$ cat src/shared/ssadc_pkg.sv
/*
  Constants, types and register map of the single-slope converter timer.
  Assumes one 250 MHz clock that is also the instruction clock.
*/
package ssadc_pkg;
  localparam int CHANNELS    = 4;
  localparam int COUNT_WIDTH = 12;
  localparam int ADDR_WIDTH  = 4;
  localparam int DATA_WIDTH  = 16;
  localparam int WIDTH_BITS  = 8;

  localparam logic [COUNT_WIDTH-1:0] COUNT_MAX  = 12'hfff;
  localparam logic [COUNT_WIDTH-1:0] COUNT_ZERO = 12'h000;

  // Register offsets
  localparam logic [ADDR_WIDTH-1:0] MODE_OFFSET   = 4'h0;
  localparam logic [ADDR_WIDTH-1:0] WIDTH_OFFSET  = 4'h1;
  localparam logic [ADDR_WIDTH-1:0] TRIM_OFFSET   = 4'h2;
  localparam logic [ADDR_WIDTH-1:0] SHUT_OFFSET   = 4'h3;
  localparam logic [ADDR_WIDTH-1:0] RESULT_OFFSET = 4'h4;

  // Field positions in mode_control_reg
  localparam int SEL_LO_BIT = 0;
  localparam int SEL_HI_BIT = 1;
  localparam int RATE_BIT   = 7;
  localparam int DOUBLE_BIT = 9;

  // Field positions in the shutdown register
  localparam int SHUT_BIT   = 0;
  localparam int REINIT_BIT = 1;
  localparam int TRIP_BIT   = 1;
  localparam int SWSRC_BIT  = 2;

  // Reset values and the reference select code
  localparam logic [2:0]            TRIM_RESET  = 3'h0;
  localparam logic [WIDTH_BITS-1:0] WIDTH_RESET = 8'h80;
  localparam logic [1:0]            SEL_REF     = 2'h3;

  // Shortest cycle pulse, rounded up to whole clocks
  localparam int CLK_PERIOD_PS  = 4000;
  localparam int MIN_PULSE_PS   = 50000;
  localparam int MIN_PULSE_CYC  = (MIN_PULSE_PS + CLK_PERIOD_PS - 1) / CLK_PERIOD_PS;
  localparam logic [WIDTH_BITS-1:0] MIN_PULSE = WIDTH_BITS'(MIN_PULSE_CYC);

  typedef struct packed {
    logic       doubleUpdate;
    logic       rateFull;
    logic [1:0] auxSelect;
  } mode_type;

  typedef struct packed {
    logic                  wr;
    logic                  rd;
    logic [ADDR_WIDTH-1:0] addr;
    logic [DATA_WIDTH-1:0] wdata;
  } bus_req_type;

  typedef enum logic [1:0] {
    PH_IDLE      = 2'b00,
    PH_DISCHARGE = 2'b01,
    PH_CONVERT   = 2'b10
  } phase_type;
endpackage

$ cat src/hw/ramp_counter.sv
/*
  Shared conversion timer: clears to zero, advances at full or half rate,
  stops at its top count. Assumes clear and run come from the same clock.
*/
`timescale 1ns/1ps
module ramp_counter (
  // Clock and reset
  input  wire logic                           clk,
  input  wire logic                           rst_n,
  // Control
  input  wire logic                           clear,
  input  wire logic                           run,
  input  wire logic                           rateFull,
  // Count
  output logic [ssadc_pkg::COUNT_WIDTH-1:0]   count
);
  import ssadc_pkg::*;

  logic halfPhase;
  wire  step    = run && (rateFull || halfPhase);
  wire  atTop   = (count == COUNT_MAX);

  // Half-rate phase only toggles while counting, so every period starts on the same phase
  always_ff @(posedge clk) begin
    if (!rst_n || clear) begin
      halfPhase <= 1'b0;
    end else if (run) begin
      halfPhase <= !halfPhase;
    end
  end

  // Saturating timer: a slow ramp stops at 4095 rather than wrapping
  always_ff @(posedge clk) begin
    if (!rst_n || clear) begin
      count <= COUNT_ZERO;
    end else if (step && !atTop) begin
      count <= count + 12'h001;
    end
  end
endmodule

$ cat src/hw/single_slope_adc_timer.sv
/*
  Control and timing of the four-channel single-slope converter: cycle
  pulse, shared timer, per-channel capture, shutdown and registers.
  Assumes comparator and trip pins are asynchronous, and that the PWM
  timer gives one-clock start and midpoint strobes on this clock.
*/
// The implementer's own choices: the plain strobed port and the placing of the registers.
`timescale 1ns/1ps
module single_slope_adc_timer (
  // Clock and reset
  input  wire logic                                clk,
  input  wire logic                                rst_n,
  // Register port
  input  wire ssadc_pkg::bus_req_type              busReq,
  output logic [ssadc_pkg::DATA_WIDTH-1:0]         rdData,
  // PWM timer strobes
  input  wire logic                                pwmStart,
  input  wire logic                                pwmMidpoint,
  // Fault pin, low means trip
  input  wire logic                                faultTripInput_n,
  // Comparator outputs, high once input is below the ramp
  input  wire logic [ssadc_pkg::CHANNELS-1:0]      compTrip,
  // Analog controls
  output logic                                     pwmCyclePulse,
  output logic [1:0]                               auxSelect,
  output logic [2:0]                               rampCurrentTrim
);
  import ssadc_pkg::*;

  // Register state
  mode_type               mode;
  logic [WIDTH_BITS-1:0]  cyclePulseWidth;
  logic                   shutdown;
  logic                   swSource;

  // Sequencer state
  phase_type              phase;
  phase_type              next_phase;
  logic [WIDTH_BITS-1:0]  pulseLeft;

  // Synchronisers
  logic                   tripMeta;
  logic                   tripSync;
  logic [CHANNELS-1:0]    compMeta;
  logic [CHANNELS-1:0]    compSync;
  logic [CHANNELS-1:0]    compLast;

  // Capture state
  logic [COUNT_WIDTH-1:0] capture [CHANNELS];
  logic [COUNT_WIDTH-1:0] result  [CHANNELS];
  logic [CHANNELS-1:0]    captured;
  logic [COUNT_WIDTH-1:0] count;

  // Address decode
  wire hitMode   = (busReq.addr == MODE_OFFSET);
  wire hitWidth  = (busReq.addr == WIDTH_OFFSET);
  wire hitTrim   = (busReq.addr == TRIM_OFFSET);
  wire hitShut   = (busReq.addr == SHUT_OFFSET);
  wire hitResult = (busReq.addr[ADDR_WIDTH-1:2] == RESULT_OFFSET[ADDR_WIDTH-1:2]);
  wire [1:0] resultIdx = busReq.addr[1:0];

  wire wrMode   = busReq.wr && hitMode;
  wire wrWidth  = busReq.wr && hitWidth;
  wire wrTrim   = busReq.wr && hitTrim;
  wire wrShut   = busReq.wr && hitShut;
  wire rdShut   = busReq.rd && hitShut;

  // Shutdown requests and release
  wire swShutReq = wrShut && busReq.wdata[SHUT_BIT];
  wire reinitReq = wrShut && busReq.wdata[REINIT_BIT];
  wire tripLow   = !tripSync;
  wire shutSet   = tripLow || swShutReq;
  wire shutClr   = reinitReq && tripSync;

  // Sync events: start of cycle, plus midpoint in double update mode
  wire syncEvent = pwmStart || (mode.doubleUpdate && pwmMidpoint);
  wire goCycle   = syncEvent && !shutdown && !shutSet;

  // Pulse length, never below the shortest discharge time
  wire [WIDTH_BITS-1:0] pulseLoad =
    (cyclePulseWidth < MIN_PULSE) ? MIN_PULSE : cyclePulseWidth;
  wire pulseDone = (pulseLeft == 8'h01);

  // Period ends on the next sync event or on shutdown
  wire periodEnd = (phase == PH_CONVERT) && (syncEvent || shutSet || shutdown);
  wire counting  = (phase == PH_CONVERT);
  wire clearCnt  = (next_phase == PH_DISCHARGE);

  // Fresh trips seen by each comparator
  wire [CHANNELS-1:0] tripEdge = compSync & ~compLast;

  // Sequencer next state
  always_comb begin
    next_phase = phase;
    case (phase)
      PH_IDLE: begin
        if (goCycle) begin
          next_phase = PH_DISCHARGE;
        end
      end
      PH_DISCHARGE: begin
        if (shutSet || shutdown) begin
          next_phase = PH_IDLE;
        end else if (goCycle) begin
          next_phase = PH_DISCHARGE;
        end else if (pulseDone) begin
          next_phase = PH_CONVERT;
        end
      end
      PH_CONVERT: begin
        if (shutSet || shutdown) begin
          next_phase = PH_IDLE;
        end else if (goCycle) begin
          next_phase = PH_DISCHARGE;
        end
      end
      default: begin
        next_phase = PH_IDLE;
      end
    endcase
  end

  // Phase register
  always_ff @(posedge clk) begin
    if (!rst_n) begin
      phase <= PH_IDLE;
    end else begin
      phase <= next_phase;
    end
  end

  // Pulse width countdown, reloaded on each new cycle
  always_ff @(posedge clk) begin
    if (!rst_n) begin
      pulseLeft <= MIN_PULSE;
    end else if (goCycle) begin
      pulseLeft <= pulseLoad;
    end else if (phase == PH_DISCHARGE && !pulseDone) begin
      pulseLeft <= pulseLeft - 8'h01;
    end
  end

  // Discharge pulse to the ramp capacitor, one flop to the pin
  always_ff @(posedge clk) begin
    if (!rst_n) begin
      pwmCyclePulse <= 1'b0;
    end else begin
      pwmCyclePulse <= (next_phase == PH_DISCHARGE);
    end
  end

  // One timer for all channels, held at zero while discharging
  ramp_counter timer (
    .clk      (clk),
    .rst_n    (rst_n),
    .clear    (clearCnt),
    .run      (counting),
    .rateFull (mode.rateFull),
    .count    (count)
  );

  // Two flops on the trip pin before anything reads it
  always_ff @(posedge clk) begin
    if (!rst_n) begin
      tripMeta <= 1'b1;
      tripSync <= 1'b1;
    end else begin
      tripMeta <= faultTripInput_n;
      tripSync <= tripMeta;
    end
  end

  // Shutdown latch; a trip or request in the release cycle wins
  always_ff @(posedge clk) begin
    if (!rst_n) begin
      shutdown <= 1'b0;
    end else if (shutSet) begin
      shutdown <= 1'b1;
    end else if (shutClr) begin
      shutdown <= 1'b0;
    end
  end

  // Software source flag, cleared by reading; a new request beats the read
  always_ff @(posedge clk) begin
    if (!rst_n) begin
      swSource <= 1'b0;
    end else if (swShutReq) begin
      swSource <= 1'b1;
    end else if (rdShut) begin
      swSource <= 1'b0;
    end
  end

  // Per-channel synchronise, capture and publish
  genvar ch;
  generate
    for (ch = 0; ch < CHANNELS; ch = ch + 1) begin : lane
      // A trip in the very last cycle still counts
      wire [COUNT_WIDTH-1:0] endValue =
        captured[ch] ? capture[ch] :
        (tripEdge[ch] ? count : COUNT_ZERO);

      // Comparator synchroniser; only the second and third stages are looked at
      always_ff @(posedge clk) begin
        if (!rst_n) begin
          compMeta[ch] <= 1'b0;
          compSync[ch] <= 1'b0;
          compLast[ch] <= 1'b0;
        end else begin
          compMeta[ch] <= compTrip[ch];
          compSync[ch] <= compMeta[ch];
          compLast[ch] <= compSync[ch];
        end
      end

      // First trip of the period latches the shared timer
      always_ff @(posedge clk) begin
        if (!rst_n || clearCnt) begin
          captured[ch] <= 1'b0;
          capture[ch]  <= COUNT_ZERO;
        end else if (counting && tripEdge[ch] && !captured[ch]) begin
          captured[ch] <= 1'b1;
          capture[ch]  <= count;
        end
      end

      // Results change only at period end, so reads stay stable
      always_ff @(posedge clk) begin
        if (!rst_n) begin
          result[ch] <= COUNT_ZERO;
        end else if (periodEnd) begin
          result[ch] <= endValue;
        end
      end
    end
  endgenerate

  // Mode register: aux select, rate and update mode
  always_ff @(posedge clk) begin
    if (!rst_n) begin
      mode <= '0;
    end else if (wrMode) begin
      mode.auxSelect    <= busReq.wdata[SEL_HI_BIT:SEL_LO_BIT];
      mode.rateFull     <= busReq.wdata[RATE_BIT];
      mode.doubleUpdate <= busReq.wdata[DOUBLE_BIT];
    end
  end

  // Pulse width in clocks; software must cover a full discharge
  always_ff @(posedge clk) begin
    if (!rst_n) begin
      cyclePulseWidth <= WIDTH_RESET;
    end else if (wrWidth) begin
      cyclePulseWidth <= busReq.wdata[WIDTH_BITS-1:0];
    end
  end

  // Trim straight to the current source, zero after reset
  always_ff @(posedge clk) begin
    if (!rst_n) begin
      rampCurrentTrim <= TRIM_RESET;
    end else if (wrTrim) begin
      rampCurrentTrim <= busReq.wdata[2:0];
    end
  end

  // Multiplexer select pins follow the mode register
  always_ff @(posedge clk) begin
    if (!rst_n) begin
      auxSelect <= 2'h0;
    end else begin
      auxSelect <= mode.auxSelect;
    end
  end

  // Read multiplexer; unmapped addresses read zero
  wire [DATA_WIDTH-1:0] modeWord =
    {6'h00, mode.doubleUpdate, 1'b0, mode.rateFull, 5'h00, mode.auxSelect};
  wire [DATA_WIDTH-1:0] shutWord =
    {13'h0000, swSource, tripSync, shutdown};
  wire [DATA_WIDTH-1:0] readWord =
    hitMode   ? modeWord :
    hitWidth  ? {8'h00, cyclePulseWidth} :
    hitTrim   ? {13'h0000, rampCurrentTrim} :
    hitShut   ? shutWord :
    hitResult ? {4'h0, result[resultIdx]} :
    16'h0000;

  // Read data stands one cycle after the strobe and only then
  always_ff @(posedge clk) begin
    if (!rst_n) begin
      rdData <= 16'h0000;
    end else if (busReq.rd) begin
      rdData <= readWord;
    end else begin
      rdData <= 16'h0000;
    end
  end
endmodule

$ cat config.mk
export PLATFORM = sky130hd
export DESIGN_NAME = single_slope_adc_timer
export DESIGN_NICKNAME = d
export VERILOG_FILES = /design/src/shared/ssadc_pkg.sv /design/src/hw/ramp_counter.sv /design/src/hw/single_slope_adc_timer.sv
export SDC_FILE = /design/constraint.sdc
export NUM_CORES = 1
export LEC_CHECK = 0
export ABC_AREA = 1
export ABC_CLOCK_PERIOD_IN_PS = 2700
export BUFFER_PORTS_ARGS = -buffer_cell sky130_fd_sc_hd__buf_4
export CORE_ASPECT_RATIO = 1.25
export CORE_MARGIN = 1
export CORE_UTILIZATION = 55
export CTS_CLUSTER_DIAMETER = 200
export DETAILED_ROUTE_END_ITERATION = 6
export MAX_ROUTING_LAYER = met4
export PLACE_DENSITY = 0.75
export SYNTH_ARGS = -nofsm -noshare
export SYNTH_HDL_FRONTEND = slang
export SYNTH_HIERARCHICAL = 1
export SYNTH_SLANG_ARGS = --single-unit
export TNS_END_PERCENT = 100
$ cat constraint.sdc
create_clock -name clk -period 2.7 [get_ports clk]
set_clock_uncertainty 0.05 [all_clocks]
set_input_delay 0.405 -clock clk [delete_from_list [all_inputs] [get_ports clk]]
set_output_delay 0.405 -clock clk [all_outputs]
set_load 0.1 [all_outputs]
## Word-level counts from Yosys, hierarchy flattened

Memory sizes are Yosys's and may differ from the RTL's.
Cells that the tools add are included.

| word-level totals | value |
|---|---|
| logic and storage cells | 164 |
| output and inout bits | 22 |
| memories | 2 |
| bits in writable memories | 96 |
| input port bits | 31 |
| bits in registers | 77 |

Memory list:

| memory | depth | width | rd ports | clocked after Yosys merged registers in | wr ports | line | RTL |
|---|---|---|---|---|---|---|---|
| capture | 4 | 12 | 4 | 0 | 4 | single_slope_adc_timer.sv:49 | `logic [COUNT_WIDTH-1:0] capture [CHANNELS];` |
| result | 4 | 12 | 1 | 0 | 4 | single_slope_adc_timer.sv:50 | `logic [COUNT_WIDTH-1:0] result [CHANNELS];` |

| cells by class | value |
|---|---|
| bitwise logic cells | 13 |
| muxes and demuxes | 52 |
| eq/ne operators | 9 |
| magnitude comparators | 1 |
| reduce and logical (&&, ||, !) cells | 50 |
| add/subtract/negate cells | 2 |

Operators with widths:

| operator | count |
|---|---|
| $mux 12 | 16 |
| $mux 10 | 5 |
| $mux 8 | 3 |
| $logic_and 1x1->1 | 23 |
| $mux 1 | 22 |
| $add 12x1->12 const B | 1 |
| $eq 12x12->1 const B | 1 |
| $logic_not 1->1 | 11 |
| $mux 2 | 5 |
| $eq 4x2->1 const B | 2 |
| $eq 8x1->1 const B | 1 |
| $lt 8x4->1 const B | 1 |
| $or 1x1->1 | 8 |
| $sub 8x1->8 const B | 1 |
| $logic_or 1x1->1 | 7 |
| $reduce_or 7->1 | 1 |
| $eq 2x1->1 const B | 3 |
| $pmux 2 s3 | 1 |
| $reduce_bool 2->1 | 3 |
| $reduce_or 6->1 | 1 |
| $and 4x4->4 | 1 |
| $eq 4x1->1 const B | 1 |
| $logic_not 4->1 | 1 |
| $not 4->4 | 1 |
| other kinds (5) | 7 |

## Logic depth before layout (Yosys ltp)

| depth | value |
|---|---|
| word-level depth | 14 |
| depth in mapped cells | 13 |
| mapped depth without buffers | 12 |

## Modules after synthesis

The synthesis kept the hierarchy.

Modules (own cells, without submodules):

| module | sequential area each (um2) | area each (um2) | instances | cells an instance |
|---|---|---|---|---|
| single_slope_adc_timer | 4083.9 | 6856.6 | 1 | 742 |
| ramp_counter | 260.2 | 711.9 | 1 | 108 |

## Least setup slack after synthesis

No wires, ideal clock.

| timing path | value |
|---|---|
| path type | input -> register |
| start point | input busReq[18] (netlist name) |
| end point | memory result[0][0] (enable) |
| path buffers | 0 |
| path slack | 0.308 ns |
| stages | 7 |
| arrival | 1.936 ns |
| library setup time | 0.407 ns |
| required time | 2.243 ns |
| cells stage by stage | nor2_4 nand4_4 nand2_1 inv_2 nand3_2 nand2_1 nand2_1 |

RTL lines:

| item | line | RTL |
|---|---|---|
| from (decl) | single_slope_adc_timer.sv:14 | `input wire ssadc_pkg::bus_req_type busReq,` |
| to (decl) | single_slope_adc_timer.sv:50 |  |

==> flow_summary.yaml <==
yosys:
  synth-seq-area-share: 0.5740
  synth.distinct_cells: 32
  synthTopCellsByArea: "edfxtp_1, dfxtp_1, o21ai_0"
  postSynthCellCount: 850
  ys_warn_count: 6
  syn_area_mm2: 0.007569
  synth_area_per_cell_um2: 8.904
  synth_top_area_frac: 0.3809
  synth_top_cell_by_area: "edfxtp_1"
  ys_ff_latch: 169
layout:
  area_delta_synth_final_pct: 13.18
  final_cell_mix: "nor2_1, nand2_1, o21ai_0"
  antenna_cells: 0
  seqCellArea_mm2: 0.004344
  final_common_cell: "nor2_1"
  stdcell_count: 1068
  final_core_util: 0.6417
  drive_above_1_share: 0.1371
  fillers: 1098
  fin_nets: 918
  multiInputGateArea_mm2: 0.002643
power_and_ir_drop:
  p_leak_uw: 0.003235
  irDropWorstVdd_v: 0.0004574
  power.total_uw: 5804
  p_per_area_mw_per_mm2: 677.6
clocking:
  clk_latency_ns: 0.43
  path_clk_slew_ns: 0.06
  ctsResizeCount: 0
  cts-buffers-inserted: 17
  cts_tree: "done"
  clock_path_buffers: 2
  postCtsSetupRepairBufs: 0
  cts_max_level: 4
  clkSinkCount: 169
  root_buffer: "clkbuf_16"
  ctsHoldBuffers: 0
run_status:
  outcome: "finished, final reports clean"
grt:
  grt_pass1_vias: 5310
  grt_start_max_net_pins: 49
  grt_pass1_wl_um: 26610
  track_usage: 0.2569
  overflow: 0
  antenna_found_initial: 0
hold_path:
  min_to: "compMeta[0]"
  hp-class: "in -> reg"
  min_from: "compTrip[0]"
  whs_path_depth: 3
critical_path:
  start_kind: "flop"
  r2r_slack_ns: 0.43
  worstSetupEndpointType: "flop"
  cp_max_fo: 12
  required_ns: 2.72
  rr_worst_depth: 11
  criticalPathCategory: "reg -> reg"
  r2r-start: "pulseLeft[1]"
  worst_r2r_endpoint: "capture[1][5]"
  cp.arrival_ns: 2.29
timing:
  fin_crit_ns: 2.268
  maxSlewHeadroom: 0.5191
  final-setup-viol-count: 0
  drv_slew: 0
  hold_violations: 0
  fin_setup_tns_ns: 0
  worstMarginPinSlew_ns: 0.7159
  post-route-period-util: 0.8402
  timing.fmax_mhz: 440.8
  rsz0062_at_grt: "no"
floorplanning:
  initial_utilization: 0.5670
  die_w_um: 106.9
  rows: 47
  dieArea_mm2: 0.01424
  die_h_um: 133.2
  core-area_mm2: 0.01335
  ios: 53
route:
  drt-pass1-iter-count: 5
  drt_wl_total_um: 16580
  routed_via_density: 5.296
  final_antenna_net_count: 0
  drc: 0
  dr.first_iter.drc_count: 483
  routed-via-count: 5656
  wl_per_cell_um: 15.53
place:
  io_buffers: 41
  place_congestion: 0.9146
  placedCellCount: 1036
  dp_hpwl_um: 11750
job:
  drv_cap: 0
-- sequential cells by signal, indices dropped and copies added (netlist names), 3 cells and up --
name             cells
capture             48
captured             4
compLast             4
compMeta             4
compSync             4
cyclePulseWidth      8
mode                 4
pulseLeft            8
rampCurrentTrim      3
rdData              12
result              48
timer/count         12
-- logic make-up (layout without fill, tap and decap cells) --
| family | after synthesis | in the layout | synth area share |
|---|---|---|---|
| buffers and inverters | 135 | 179 | 0.07869 |
| other | 1 | 4 | 0.0004955 |
| and+or+nand+nor | 365 | 365 | 0.2151 |
| DFF | 169 | 169 | 0.5740 |
| xor gates and xnor gates | 4 | 4 | 0.004630 |
| adders and majority gates | 3 | 3 | 0.004960 |
| AOI/OAI and AO/OA | 173 | 173 | 0.1222 |
-- cells in the mapped netlist --
library cell,number
ha_1,3
xor2_1,2
o21bai_1,1
nor2_2,8
inv_1,88
inv_2,8
or2_2,4
buf_4,4
a41oi_1,2
a22o_1,8
edfxtp_1,96
a22oi_1,5
xnor2_1,2
a31oi_1,5
nor2_1,149
buf_6,9
a21oi_1,30
nand2_1,128
conb_1,1
nand3_2,9
nand4_4,1
o21ai_1,2
nand3_1,35
nand2_2,5
nor2_4,6
nand4_1,12
o21ai_0,120
nand3_4,1
clkbuf_1,21
nor3_1,7
dfxtp_1,73
buf_2,5
-- worst max-delay path: stages, from the launching register on --
cell and delay, ns:
dfxtp_1 0.29, inv_1 0.14, ha_1 0.18, nand3_1 0.11, nor2_4 0.15, inv_2 0.04, nand2_1 0.08, nand2_2 0.07
nand3_4 0.13, nand2_1 0.15, inv_1 0.17, nand2_1 0.34
-- where the power goes --
part	leakage, µW	switching (µW)	total, µW	internal [µW]
sequential	0.00162	45.9	2890	2850
combinational	0.00132	296	411	114
clock	0.000295	966	2500	1530
-- how the worst max path moves through the flow --
stage            startpoint            end  cells after the start
4_1_cts        pulseLeft[1]  capture[1][7]                     11
2_1_floorplan    busReq[18]   result[0][0]                      7
5_1_grt        pulseLeft[1]  capture[0][9]                     11
3_5_place_dp     busReq[16]  capture[1][2]                     10
6_report       pulseLeft[1]  capture[1][5]                     11
3_3_place_gp     busReq[16]  capture[1][5]                     10
-- final cells by class --
cell class                 instances  share of cell area
sequential                       169              0.5072
multi-input combinational        549              0.3085
clock buffer                      18             0.05010
timing repair buffer              51             0.04616
inverter                          96             0.04207
tap                              171             0.02498
clock inverter                    14             0.02103
-- stage by stage --
stage	area, µm²	hold WS, ns	setup WS [ns]
floorplan	7580	0.3405	0.3076
CTS	8566	0.09685	0.4178
detailed placement	7956	0.3523	0.3129
global route	8566	0.09903	0.2088
finish	8566	0.1046	0.4316
global placement	7956	0.3459	0.3104
-- per-layer routing --
| layer | global-route usage | share of wire |
|---|---|---|
| met1 | 0.2940 | 0.42 |
| met2 | 0.4326 | 0.51 |
| met3 | 0.04305 | 0.041 |
| met4 | 0.1301 | 0.038 |
| met5 | - | 0 |
No activity file was read; power rests on OpenSTA's default activity.
